===== src/verilog/mitd_pkg.sv =====
// constants shared by the instruction timing and decode block
// assumes one 50 MHz core clock and a synchronous active-low reset
// Function
// - relative target is next instruction address plus signed 8-bit offset
// - direct address below 0x80 is data RAM, 0x80 and above is special-function space
// - page target replaces low 11 bits of next address, same 2 kB page
// - long call and jump load a full 16-bit target
// - opcode 0xa5 behaves as a one-byte, one-cycle no-operation
// - bank register picks R0..R7 within the selected register bank
// - indirect operands use R0 or R1 as address; moves take 2 cycles
// - bit operands address one bit in data RAM or special-function space
// - two-byte conditional jumps take 2 cycles, or 3 when taken
// - bit jumps take 3 or 4 cycles; clear variant clears bit on jump
// - compare jump takes 4/5 for direct and indirect, 3/4 otherwise
// - page call/jump, short and indirect jump 3; long 4; returns 5
// - code reads into accumulator are one byte, 3 cycles
// - external data ops take 3 cycles, 8-bit or 16-bit address
// - loading the data pointer immediate is three bytes, 3 cycles
// - direct to direct move is three bytes, 3 cycles
// - push and pop of a direct byte are two bytes, 2 cycles
// - nibble exchange swaps only low nibbles, in 2 cycles
// - accumulator clear, complement, rotates and swap take 1 cycle
// - carry logic with direct bits takes 2 cycles
// - register exchange and register moves with accumulator take 1 cycle
// - data pointer is low byte at 0x82 and high byte at 0x83
// - a branch not taken finishes one cycle before a taken one
// - stack pointer increments before push stores, resets to 0x07
package mitd_pkg;
    localparam logic [7:0] MITD_ADDR_DP_LOW = 8'h82;
    localparam logic [7:0] MITD_ADDR_DP_HIGH = 8'h83;
    localparam logic [7:0] MITD_ADDR_STACK = 8'h81;
    localparam logic [7:0] MITD_RST_DP = 8'h00;
    localparam logic [7:0] MITD_RST_STACK = 8'h07;
    localparam logic [7:0] MITD_SFR_BASE = 8'h80;
    localparam logic [7:0] MITD_SPARE_OP = 8'ha5;
    localparam int MITD_PAGE_BITS = 11;
    localparam int MITD_BANK_POS = 3;

    typedef enum logic [3:0] {
        MITD_K_PLAIN = 4'h0,
        MITD_K_COND = 4'h1,
        MITD_K_REL = 4'h2,
        MITD_K_PAGE = 4'h3,
        MITD_K_LONG = 4'h4,
        MITD_K_RET = 4'h5,
        MITD_K_DPJMP = 4'h6,
        MITD_K_DPLOAD = 4'h7,
        MITD_K_PUSH = 4'h8,
        MITD_K_POP = 4'h9,
        MITD_K_BITCLR = 4'ha
    } mitd_kind_t;

    typedef enum logic [1:0] {
        MITD_S_FETCH = 2'b00,
        MITD_S_OPER = 2'b01,
        MITD_S_WAIT = 2'b10
    } mitd_state_t;
endpackage


===== src/verilog/mitd_core.sv =====
// instruction fetch, timing sequencer and data pointer/stack registers
// assumes program bytes arrive from code memory in the same cycle as
// their address; special-function access comes from the core datapath
`timescale 1ns/1ps
module mitd_core (
    input wire logic core_clk,
    input wire logic nrst,
    input wire logic [7:0] code_data,
    input wire logic branch_cond,
    input wire logic [1:0] bank_select,
    input wire logic [7:0] ind_reg_value,
    input wire logic sfr_wr,
    input wire logic [7:0] sfr_addr,
    input wire logic [7:0] sfr_wdata,
    output logic [15:0] code_addr,
    output logic [7:0] sfr_rdata,
    output logic [15:0] data_pointer16,
    output logic [7:0] stack_pointer,
    output logic [7:0] opcode_out,
    output logic instr_done,
    output logic [7:0] ram_addr,
    output logic ram_sel,
    output logic sfr_sel,
    output logic bit_clear,
    output logic [7:0] bit_addr
);
    mitd_pkg::mitd_state_t state_r, state_nxt;
    logic [15:0] pc_r, pc_nxt;
    logic [7:0] op_r, op_nxt;
    logic [7:0] b1_r, b1_nxt;
    logic [7:0] b2_r, b2_nxt;
    logic [1:0] got_r, got_nxt;
    logic [2:0] cnt_r, cnt_nxt;
    logic [7:0] dpl_r, dpl_nxt;
    logic [7:0] dph_r, dph_nxt;
    logic [7:0] sp_r, sp_nxt;
    logic done_r, done_nxt;
    logic [7:0] ram_addr_r, ram_addr_nxt;
    logic ram_sel_r, ram_sel_nxt;
    logic sfr_sel_r, sfr_sel_nxt;
    logic clr_r, clr_nxt;
    logic [7:0] sfr_rdata_r, sfr_rdata_nxt;
    logic [1:0] n_bytes;
    logic [2:0] cyc_base;
    mitd_pkg::mitd_kind_t kind;
    logic uses_bank;
    logic uses_ind;
    logic [15:0] rel_target;
    logic [15:0] page_target;
    logic [15:0] long_target;
    logic [7:0] direct_addr;

    mitd_decode u_decode (
        .opcode(op_r),
        .n_bytes(n_bytes),
        .cyc_base(cyc_base),
        .kind(kind),
        .uses_bank(uses_bank),
        .uses_ind(uses_ind)
    );

    mitd_target u_target (
        .next_pc(pc_r),
        .rel_off((n_bytes == 2'd3) ? b2_r : b1_r),
        .page_bits({op_r[7:5], b1_r}),
        .long_addr({b1_r, b2_r}),
        .rel_target(rel_target),
        .page_target(page_target),
        .long_target(long_target)
    );

    assign direct_addr = b1_r;

    always_comb begin
        state_nxt = state_r;
        pc_nxt = pc_r;
        op_nxt = op_r;
        b1_nxt = b1_r;
        b2_nxt = b2_r;
        got_nxt = got_r;
        cnt_nxt = cnt_r;
        dpl_nxt = dpl_r;
        dph_nxt = dph_r;
        sp_nxt = sp_r;
        done_nxt = 1'b0;
        clr_nxt = 1'b0;
        ram_addr_nxt = ram_addr_r;
        ram_sel_nxt = ram_sel_r;
        sfr_sel_nxt = sfr_sel_r;
        sfr_rdata_nxt = 8'h00;
        case (sfr_addr)
            mitd_pkg::MITD_ADDR_DP_LOW: sfr_rdata_nxt = dpl_r;
            mitd_pkg::MITD_ADDR_DP_HIGH: sfr_rdata_nxt = dph_r;
            mitd_pkg::MITD_ADDR_STACK: sfr_rdata_nxt = sp_r;
            default: sfr_rdata_nxt = 8'h00;
        endcase
        if (sfr_wr) begin
            case (sfr_addr)
                mitd_pkg::MITD_ADDR_DP_LOW: dpl_nxt = sfr_wdata;
                mitd_pkg::MITD_ADDR_DP_HIGH: dph_nxt = sfr_wdata;
                mitd_pkg::MITD_ADDR_STACK: sp_nxt = sfr_wdata;
                default: ;
            endcase
        end
        case (state_r)
            mitd_pkg::MITD_S_FETCH: begin
                op_nxt = code_data;
                pc_nxt = pc_r + 16'h0001;
                got_nxt = 2'd1;
                cnt_nxt = 3'd1;
                state_nxt = mitd_pkg::MITD_S_OPER;
            end
            mitd_pkg::MITD_S_OPER: begin
                if (got_r < n_bytes) begin
                    if (got_r == 2'd1) begin
                        b1_nxt = code_data;
                    end else begin
                        b2_nxt = code_data;
                    end
                    pc_nxt = pc_r + 16'h0001;
                    got_nxt = got_r + 2'd1;
                    cnt_nxt = cnt_r + 3'd1;
                end else begin
                    // operand addressing for the datapath
                    if (uses_ind) begin
                        ram_addr_nxt = ind_reg_value;
                        ram_sel_nxt = 1'b1;
                        sfr_sel_nxt = 1'b0;
                    end else if (uses_bank) begin
                        ram_addr_nxt = {3'b000, bank_select,
                                        op_r[2:0]};
                        ram_sel_nxt = 1'b1;
                        sfr_sel_nxt = 1'b0;
                    end else begin
                        ram_addr_nxt = direct_addr;
                        ram_sel_nxt = (direct_addr <
                                       mitd_pkg::MITD_SFR_BASE);
                        sfr_sel_nxt = (direct_addr >=
                                       mitd_pkg::MITD_SFR_BASE);
                    end
                    state_nxt = mitd_pkg::MITD_S_WAIT;
                end
            end
            mitd_pkg::MITD_S_WAIT: begin
                if (cnt_r >= cyc_base + ((kind == mitd_pkg::MITD_K_COND ||
                    kind == mitd_pkg::MITD_K_BITCLR) && branch_cond
                    ? 3'd1 : 3'd0)) begin
                    done_nxt = 1'b1;
                    state_nxt = mitd_pkg::MITD_S_FETCH;
                    case (kind)
                        mitd_pkg::MITD_K_COND:
                            if (branch_cond) pc_nxt = rel_target;
                        mitd_pkg::MITD_K_BITCLR:
                            if (branch_cond) begin
                                pc_nxt = rel_target;
                                clr_nxt = 1'b1;
                            end
                        mitd_pkg::MITD_K_REL: pc_nxt = rel_target;
                        mitd_pkg::MITD_K_PAGE: begin
                            pc_nxt = page_target;
                            if (op_r[4]) sp_nxt = sp_r + 8'h02;
                        end
                        mitd_pkg::MITD_K_LONG: begin
                            pc_nxt = long_target;
                            if (op_r[4]) sp_nxt = sp_r + 8'h02;
                        end
                        mitd_pkg::MITD_K_RET: sp_nxt = sp_r - 8'h02;
                        mitd_pkg::MITD_K_DPJMP: pc_nxt = {dph_r, dpl_r};
                        mitd_pkg::MITD_K_DPLOAD: begin
                            dph_nxt = b1_r;
                            dpl_nxt = b2_r;
                        end
                        mitd_pkg::MITD_K_PUSH: begin
                            sp_nxt = sp_r + 8'h01;
                            ram_addr_nxt = sp_r + 8'h01;
                        end
                        mitd_pkg::MITD_K_POP: begin
                            sp_nxt = sp_r - 8'h01;
                            ram_addr_nxt = sp_r;
                        end
                        default: ;
                    endcase
                end else begin
                    cnt_nxt = cnt_r + 3'd1;
                end
            end
            default: state_nxt = mitd_pkg::MITD_S_FETCH;
        endcase
    end

    always_ff @(posedge core_clk) begin
        if (!nrst) begin
            state_r <= mitd_pkg::MITD_S_FETCH;
            pc_r <= 16'h0000;
            op_r <= 8'h00;
            b1_r <= 8'h00;
            b2_r <= 8'h00;
            got_r <= 2'd0;
            cnt_r <= 3'd0;
            dpl_r <= mitd_pkg::MITD_RST_DP;
            dph_r <= mitd_pkg::MITD_RST_DP;
            sp_r <= mitd_pkg::MITD_RST_STACK;
            done_r <= 1'b0;
            clr_r <= 1'b0;
            ram_addr_r <= 8'h00;
            ram_sel_r <= 1'b0;
            sfr_sel_r <= 1'b0;
            sfr_rdata_r <= 8'h00;
        end else begin
            state_r <= state_nxt;
            pc_r <= pc_nxt;
            op_r <= op_nxt;
            b1_r <= b1_nxt;
            b2_r <= b2_nxt;
            got_r <= got_nxt;
            cnt_r <= cnt_nxt;
            dpl_r <= dpl_nxt;
            dph_r <= dph_nxt;
            sp_r <= sp_nxt;
            done_r <= done_nxt;
            clr_r <= clr_nxt;
            ram_addr_r <= ram_addr_nxt;
            ram_sel_r <= ram_sel_nxt;
            sfr_sel_r <= sfr_sel_nxt;
            sfr_rdata_r <= sfr_rdata_nxt;
        end
    end

    assign code_addr = pc_r;
    assign sfr_rdata = sfr_rdata_r;
    assign data_pointer16 = {dph_r, dpl_r};
    assign stack_pointer = sp_r;
    assign opcode_out = op_r;
    assign instr_done = done_r;
    assign ram_addr = ram_addr_r;
    assign ram_sel = ram_sel_r;
    assign sfr_sel = sfr_sel_r;
    assign bit_clear = clr_r;
    assign bit_addr = b1_r;
endmodule // mitd_core


===== src/verilog/mitd_decode.sv =====
// opcode table: bytes, cycle counts and instruction kind
// assumes a purely combinational use by the sequencer
`timescale 1ns/1ps
module mitd_decode (
    input wire logic [7:0] opcode,
    output logic [1:0] n_bytes,
    output logic [2:0] cyc_base,
    output mitd_pkg::mitd_kind_t kind,
    output logic uses_bank,
    output logic uses_ind
);
    always_comb begin
        n_bytes = 2'd1;
        cyc_base = 3'd1;
        kind = mitd_pkg::MITD_K_PLAIN;
        uses_bank = (opcode[3] == 1'b1);
        uses_ind = (opcode[3:1] == 3'b011);
        if (opcode[3:0] == 4'h1) begin
            n_bytes = 2'd2;
            cyc_base = 3'd3;
            kind = mitd_pkg::MITD_K_PAGE;
        end else begin
            case (opcode)
                8'h00, mitd_pkg::MITD_SPARE_OP: begin
                    cyc_base = 3'd1;
                end
                8'he4, 8'hf4, 8'h23, 8'h33, 8'h03, 8'h13, 8'hc4: begin
                    cyc_base = 3'd1;
                end
                8'h02, 8'h12: begin
                    n_bytes = 2'd3;
                    cyc_base = 3'd4;
                    kind = mitd_pkg::MITD_K_LONG;
                end
                8'h22, 8'h32: begin
                    cyc_base = 3'd5;
                    kind = mitd_pkg::MITD_K_RET;
                end
                8'h80: begin
                    n_bytes = 2'd2;
                    cyc_base = 3'd3;
                    kind = mitd_pkg::MITD_K_REL;
                end
                8'h73: begin
                    cyc_base = 3'd3;
                    kind = mitd_pkg::MITD_K_DPJMP;
                end
                8'h40, 8'h50, 8'h60, 8'h70: begin
                    n_bytes = 2'd2;
                    cyc_base = 3'd2;
                    kind = mitd_pkg::MITD_K_COND;
                end
                8'h20, 8'h30, 8'h10: begin
                    n_bytes = 2'd3;
                    cyc_base = 3'd3;
                    kind = (opcode == 8'h10) ? mitd_pkg::MITD_K_BITCLR
                                             : mitd_pkg::MITD_K_COND;
                end
                8'hb5, 8'hb6, 8'hb7: begin
                    n_bytes = 2'd3;
                    cyc_base = 3'd4;
                    kind = mitd_pkg::MITD_K_COND;
                end
                8'hb4, 8'hb8, 8'hb9, 8'hba, 8'hbb, 8'hbc, 8'hbd, 8'hbe,
                8'hbf: begin
                    n_bytes = 2'd3;
                    cyc_base = 3'd3;
                    kind = mitd_pkg::MITD_K_COND;
                end
                8'hd8, 8'hd9, 8'hda, 8'hdb, 8'hdc, 8'hdd, 8'hde, 8'hdf: begin
                    n_bytes = 2'd2;
                    cyc_base = 3'd2;
                    kind = mitd_pkg::MITD_K_COND;
                end
                8'hd5: begin
                    n_bytes = 2'd3;
                    cyc_base = 3'd3;
                    kind = mitd_pkg::MITD_K_COND;
                end
                8'h93, 8'h83, 8'he0, 8'hf0, 8'he2, 8'he3, 8'hf2, 8'hf3:
                begin
                    cyc_base = 3'd3;
                end
                8'h90: begin
                    n_bytes = 2'd3;
                    cyc_base = 3'd3;
                    kind = mitd_pkg::MITD_K_DPLOAD;
                end
                8'h85, 8'h75, 8'h43, 8'h53, 8'h63: begin
                    n_bytes = 2'd3;
                    cyc_base = 3'd3;
                end
                8'hc0, 8'hd0: begin
                    n_bytes = 2'd2;
                    cyc_base = 3'd2;
                    kind = (opcode == 8'hc0) ? mitd_pkg::MITD_K_PUSH
                                             : mitd_pkg::MITD_K_POP;
                end
                8'hd6, 8'hd7, 8'he6, 8'he7, 8'hf6, 8'hf7, 8'hc6,
                8'hc7: begin
                    cyc_base = 3'd2;
                end
                // immediate, direct-to-register and indirect-with-byte forms
                8'h24, 8'h34, 8'h44, 8'h54, 8'h64, 8'h74, 8'h94, 8'h76,
                8'h77, 8'h86, 8'h87, 8'ha6, 8'ha7, 8'h78, 8'h79, 8'h7a,
                8'h7b, 8'h7c, 8'h7d, 8'h7e, 8'h7f, 8'h88, 8'h89, 8'h8a,
                8'h8b, 8'h8c, 8'h8d, 8'h8e, 8'h8f, 8'ha8, 8'ha9, 8'haa,
                8'hab, 8'hac, 8'had, 8'hae, 8'haf: begin
                    n_bytes = 2'd2;
                    cyc_base = 3'd2;
                end
                // carry set, clear, complement and pointer increment
                8'hc3, 8'hd3, 8'hb3, 8'ha3: begin
                    cyc_base = 3'd1;
                end
                8'ha2, 8'h92, 8'h82, 8'hb0, 8'h72, 8'ha0, 8'hc2, 8'hd2,
                8'hb2: begin
                    n_bytes = 2'd2;
                    cyc_base = 3'd2;
                end
                // opcode 0xa4 takes 4 cycles, timed here within the 3-bit cycle counter
                8'ha4: cyc_base = 3'd4;
                default: begin
                    // register and accumulator forms take 1 cycle, indirect forms 2, others two bytes in 2
                    if (opcode[3] || opcode[3:0] == 4'h4) begin
                        cyc_base = 3'd1;
                    end else if (opcode[3:1] == 3'b011) begin
                        cyc_base = 3'd2;
                    end else begin
                        n_bytes = 2'd2;
                        cyc_base = 3'd2;
                    end
                end
            endcase
        end
    end
endmodule // mitd_decode


===== src/verilog/mitd_target.sv =====
// branch target calculator for relative, page and long forms
// assumes next_pc is the address of the following instruction
`timescale 1ns/1ps
module mitd_target (
    input wire logic [15:0] next_pc,
    input wire logic [7:0] rel_off,
    input wire logic [10:0] page_bits,
    input wire logic [15:0] long_addr,
    output logic [15:0] rel_target,
    output logic [15:0] page_target,
    output logic [15:0] long_target
);
    always_comb begin
        rel_target = next_pc + {{8{rel_off[7]}}, rel_off};
        page_target = {next_pc[15:mitd_pkg::MITD_PAGE_BITS],
                       page_bits};
        long_target = long_addr;
    end
endmodule // mitd_target


===== config.mk =====
export PLATFORM = sky130hd
export DESIGN_NAME = mitd_core
export DESIGN_NICKNAME = d
export VERILOG_FILES = /design/src/verilog/mitd_pkg.sv /design/src/verilog/mitd_core.sv /design/src/verilog/mitd_decode.sv /design/src/verilog/mitd_target.sv
export SDC_FILE = /design/constraint.sdc
export NUM_CORES = 1
export LEC_CHECK = 0
export BUFFER_PORTS_ARGS = -buffer_cell sky130_fd_sc_hd__clkbuf_2
export CAP_MARGIN = 10
export CORE_MARGIN = 2
export CORE_UTILIZATION = 58
export CTS_BUF_LIST = sky130_fd_sc_hd__clkbuf_16
export CTS_CLUSTER_SIZE = 14
export DETAILED_ROUTE_END_ITERATION = 10
export HOLD_SLACK_MARGIN = 0.08
export PLACE_DENSITY = 0.88
export SLEW_MARGIN = 40
export SYNTH_ARGS = -nofsm -noshare
export SYNTH_HDL_FRONTEND = slang
export SYNTH_SLANG_ARGS = --single-unit

===== constraint.sdc =====
create_clock -name core_clk -period 5.95 [get_ports core_clk]
set_input_delay 0.595 -clock core_clk [delete_from_list [all_inputs] [get_ports core_clk]]
set_output_delay 0.595 -clock core_clk [all_outputs]
set_load 0.01 [all_outputs]

==> results.py <==
metrics = {
    "worst_hold_path": {
        "hold_path.class": "reg2reg",
        "holdPathEnd": "sfr_sel$_SDFFE_PN0P_",
        "worstHoldStart": "sfr_sel$_SDFFE_PN0P_",
        "hold-path-cell-count": 2,
    },
    "clock_tree": {
        "clock_latency_ps": 350,
        "cts-htree-levels": 3,
        "cts_tree": "yes",
        "hold_buffers": 0,
        "post_cts_buffers": 0,
        "clkSlewWorstSetupHoldPaths_ps": 70,
        "cts_max_path_buffers": 2,
        "cts_root_buffer": "clkbuf_16",
        "cts_resized": 0,
        "cts.sinks": 91,
        "numCtsBuffers": 9,
    },
    "power": {
        "leakagePower_nw": 3.30,
        "combPwrFrac_pct": 47.3,
        "seq_power_share_pct": 30.5,
        "swShare_pct": 45.4,
        "p_clk_share_pct": 22.3,
        "p_switching_mw": 1.37,
        "p_int_mw": 1.64,
        "power_mw": 3.01,
        "peakVddDrop_mv": 0.312,
        "powerDensity_nw_per_um2": 376,
    },
    "yosys": {
        "synthTopCellsByCount": "95 x nor2_1, 91 x dfxtp_1, 69 x a21oi_1",
        "synth_adder_area_share_pct": 6.25,
        "netlist.top_cell.by_area": "dfxtp_1",
        "synthTopCellsByArea": "dfxtp_1 26%, ha_1 6.0%, nor2_1 5.0%",
        "synth_top_flop_cell": "dfxtp_1",
        "synth_edf_count": 0,
        "yosysMostFrequentCell": "nor2_1",
        "synth_top_family_by_area": "compound AO/OA/AOI/OAI gates",
        "synth_cells": 938,
        "synth_top_cell_area_share_pct": 25.6,
        "syn_area_um2": 7130,
        "synth-seq-cells": 91,
        "synthMuxAreaShare_pct": 5.02,
        "synth-simple-area-share_pct": 22.6,
        "synth_warnings": 0,
        "synth-compound-area-share_pct": 31.6,
        "ys_types": 74,
        "async_reset_ff_share_pct": 0,
        "ys_seq_area_share_pct": 25.6,
        "syn_nets": 1011,
        "synth-xor-area-share_pct": 3.32,
        "syn_avg_cell_area_um2": 7.60,
    },
    "floorplanning": {
        "initial_core_util_pct": 59.4,
        "die-area_um2": 13200,
        "core-area_um2": 12000,
        "die_h_um": 115,
        "die_w_um": 115,
        "num_rows": 40,
        "ios": 114,
    },
    "status": {
        "outcome": "finished, final reports clean",
    },
    "sta": {
        "setup_viol": 0,
        "rsz0062_at_grt": "no",
        "fmax_mhz": 190,
        "worst_pin_slew_ps": 813,
        "skew_ps": 9.64,
        "drv_slew": 0,
        "whs_ps": 466,
        "fin_crit_sh_pct": 88.6,
        "hold_viol_final": 0,
        "slew_headroom_pct": 45.4,
        "finalSetupTns_ps": 0,
        "fin_crit_ps": 5270,
    },
    "detailed_routing": {
        "drt_iter0_drc": 1640,
        "vias": 8082,
        "firstDrtPassIters": 7,
        "drc": 0,
        "postRouteAntennaNets": 0,
        "wirelength_mm": 24.0,
        "viasPerCell": 7.02,
        "routedWlPerCell_um": 20.9,
    },
    "placement": {
        "dp.final_hpwl_mm": 17.0,
        "io_buffers": 113,
        "dp.cells": 1135,
        "routabilityCongestion": 0.981,
    },
    "global_route": {
        "grtUsageTotal_pct": 35.9,
        "grt_pass1_wl_mm": 37.9,
        "grt_max_degree": 64,
        "antenna_found_initial": 0,
        "first_global_vias": 7145,
        "grt-ovfl-total": 0,
    },
    "worst_setup_path": {
        "crit-reg2reg-launch": "opcode_out[4]$_SDFFE_PN0P_",
        "r2r-end": "stack_pointer[0]$_SDFFE_PN1P_",
        "cp-end-kind": "register",
        "crit_type": "reg2reg",
        "r2r_setup_slack_ps": 680,
        "arrival_ps": 5460,
        "cp-start-kind": "register",
        "critPathRequiredTime_ps": 6140,
        "path_max_fanout": 22,
        "r2r_cells": 17,
    },
    "final_layout": {
        "area_growth_pct": 12.4,
        "drive_above_1_share_pct": 17.2,
        "fin_cells": 1152,
        "nNetsFinal": 1072,
        "finish.utilization_pct": 66.7,
    },
    "flow_run": {
        "maxCapViolCount": 0,
    },
}
-- power by group through the flow --
stage / registers [mW] / logic (mW) / clock network (mW)
final: 0.917 / 1.42 / 0.670
after global routing: 0.927 / 1.55 / 0.697
after CTS: 0.899 / 1.39 / 0.664
after detailed placement: 0.912 / 1.38 / 0
after global placement: 0.910 / 1.33 / 0
after floorplan: 0.828 / 1.09 / 0
-- worst max path at each step --
stage | to | cells past startpoint | start
2_1_floorplan | code_addr[6]$_SDFFE_PN0P_ | 21 | opcode_out[5]$_SDFFE_PN0P_
3_3_place_gp | stack_pointer[0]$_SDFFE_PN1P_ | 17 | opcode_out[3]$_SDFFE_PN0P_
3_5_place_dp | stack_pointer[0]$_SDFFE_PN1P_ | 17 | opcode_out[4]$_SDFFE_PN0P_
4_1_cts | stack_pointer[0]$_SDFFE_PN1P_ | 17 | opcode_out[4]$_SDFFE_PN0P_
5_1_grt | stack_pointer[0]$_SDFFE_PN1P_ | 17 | opcode_out[4]$_SDFFE_PN0P_
6_report | stack_pointer[0]$_SDFFE_PN1P_ | 17 | opcode_out[4]$_SDFFE_PN0P_
-- sequential cells by signal, summed over array words and instances (netlist names), 2 cells and up --
name / count
opcode_out: 8
cnt_r: 3
b2_r: 8
ram_addr: 8
dph_r: 8
stack_pointer: 8
got_r: 2
dpl_r: 8
code_addr: 16
bit_addr: 8
sfr_rdata: 8
state_r: 2
-- per-stage QoR --
step | area [um^2] | setup WS, ps
5_1_grt | 8010 | 245
2_1_floorplan | 7130 | 1560
3_3_place_gp | 7640 | 1090
4_1_cts | 8000 | 787
6_report | 8010 | 679
3_5_place_dp | 7650 | 821
-- per-layer routing --
metal	global-route usage, %	vias to the layer above	part of all wire [%]
met5	0	-	0
met4	16.9	0	4.4
met3	7.38	96	14
met2	54.2	618	44
met1	49.2	3665	38
li1	-	3703	-
-- worst max-delay path, stage by stage, from the launching register on --
cell and delay [ps]:
dfxtp_1 700, buf_4 350, mux2_2 360, a41oi_1 210, o21ai_1 80, or3_1 420, a311oi_1 430, nand3_1 170
ha_1 320, inv_1 40, ha_1 260, a21o_1 110, a21oi_1 130, nand2b_1 250, a31oi_2 600, o21ai_0 240
a221oi_1 300, o21ai_0 130
-- layout by cell type, fill, tap and decap left out, drive strengths merged, types with 8 or more instances in the layout --
master / synthesis / final
a31oi: 21 / 21
a311oi: 23 / 23
nor2: 95 / 95
buf: 27 / 11
nor2b: 8 / 8
a21o: 10 / 10
o21ai: 65 / 65
nand2b: 12 / 12
nand2: 68 / 68
dfxtp: 91 / 91
or3: 8 / 8
clkbuf: 47 / 122
mux2: 14 / 14
xnor2: 17 / 17
a222oi: 11 / 11
a21oi: 69 / 69
a211oi: 17 / 17
inv: 21 / 23
and3: 11 / 11
and2: 8 / 8
a221o: 9 / 9
mux2i: 20 / 20
a221oi: 14 / 14
nor3: 19 / 19
nand3: 62 / 62
o221a: 8 / 8
ha: 34 / 34
nor4: 12 / 12
xor2: 10 / 10
o211ai: 17 / 17
o21a: 8 / 8
-- cells by family after synthesis --
family | after synthesis
buf+inv | 97
compound gates | 323
flops | 91
fa+ha+maj | 35
xor+xnor | 27
simple gates | 331
mux | 34
-- cell type report --
class                      instances  area [um^2]
tap                              147          184
inverter                          23         86.3
sequential                        91         1830
timing repair buffer             124          648
multi-input combinational        750         4920
clock inverter                     7          116
fill                            1025         4000
antenna                            1         2.50
clock buffer                       9          225
Note: power is estimated with default switching activity, not from simulation.
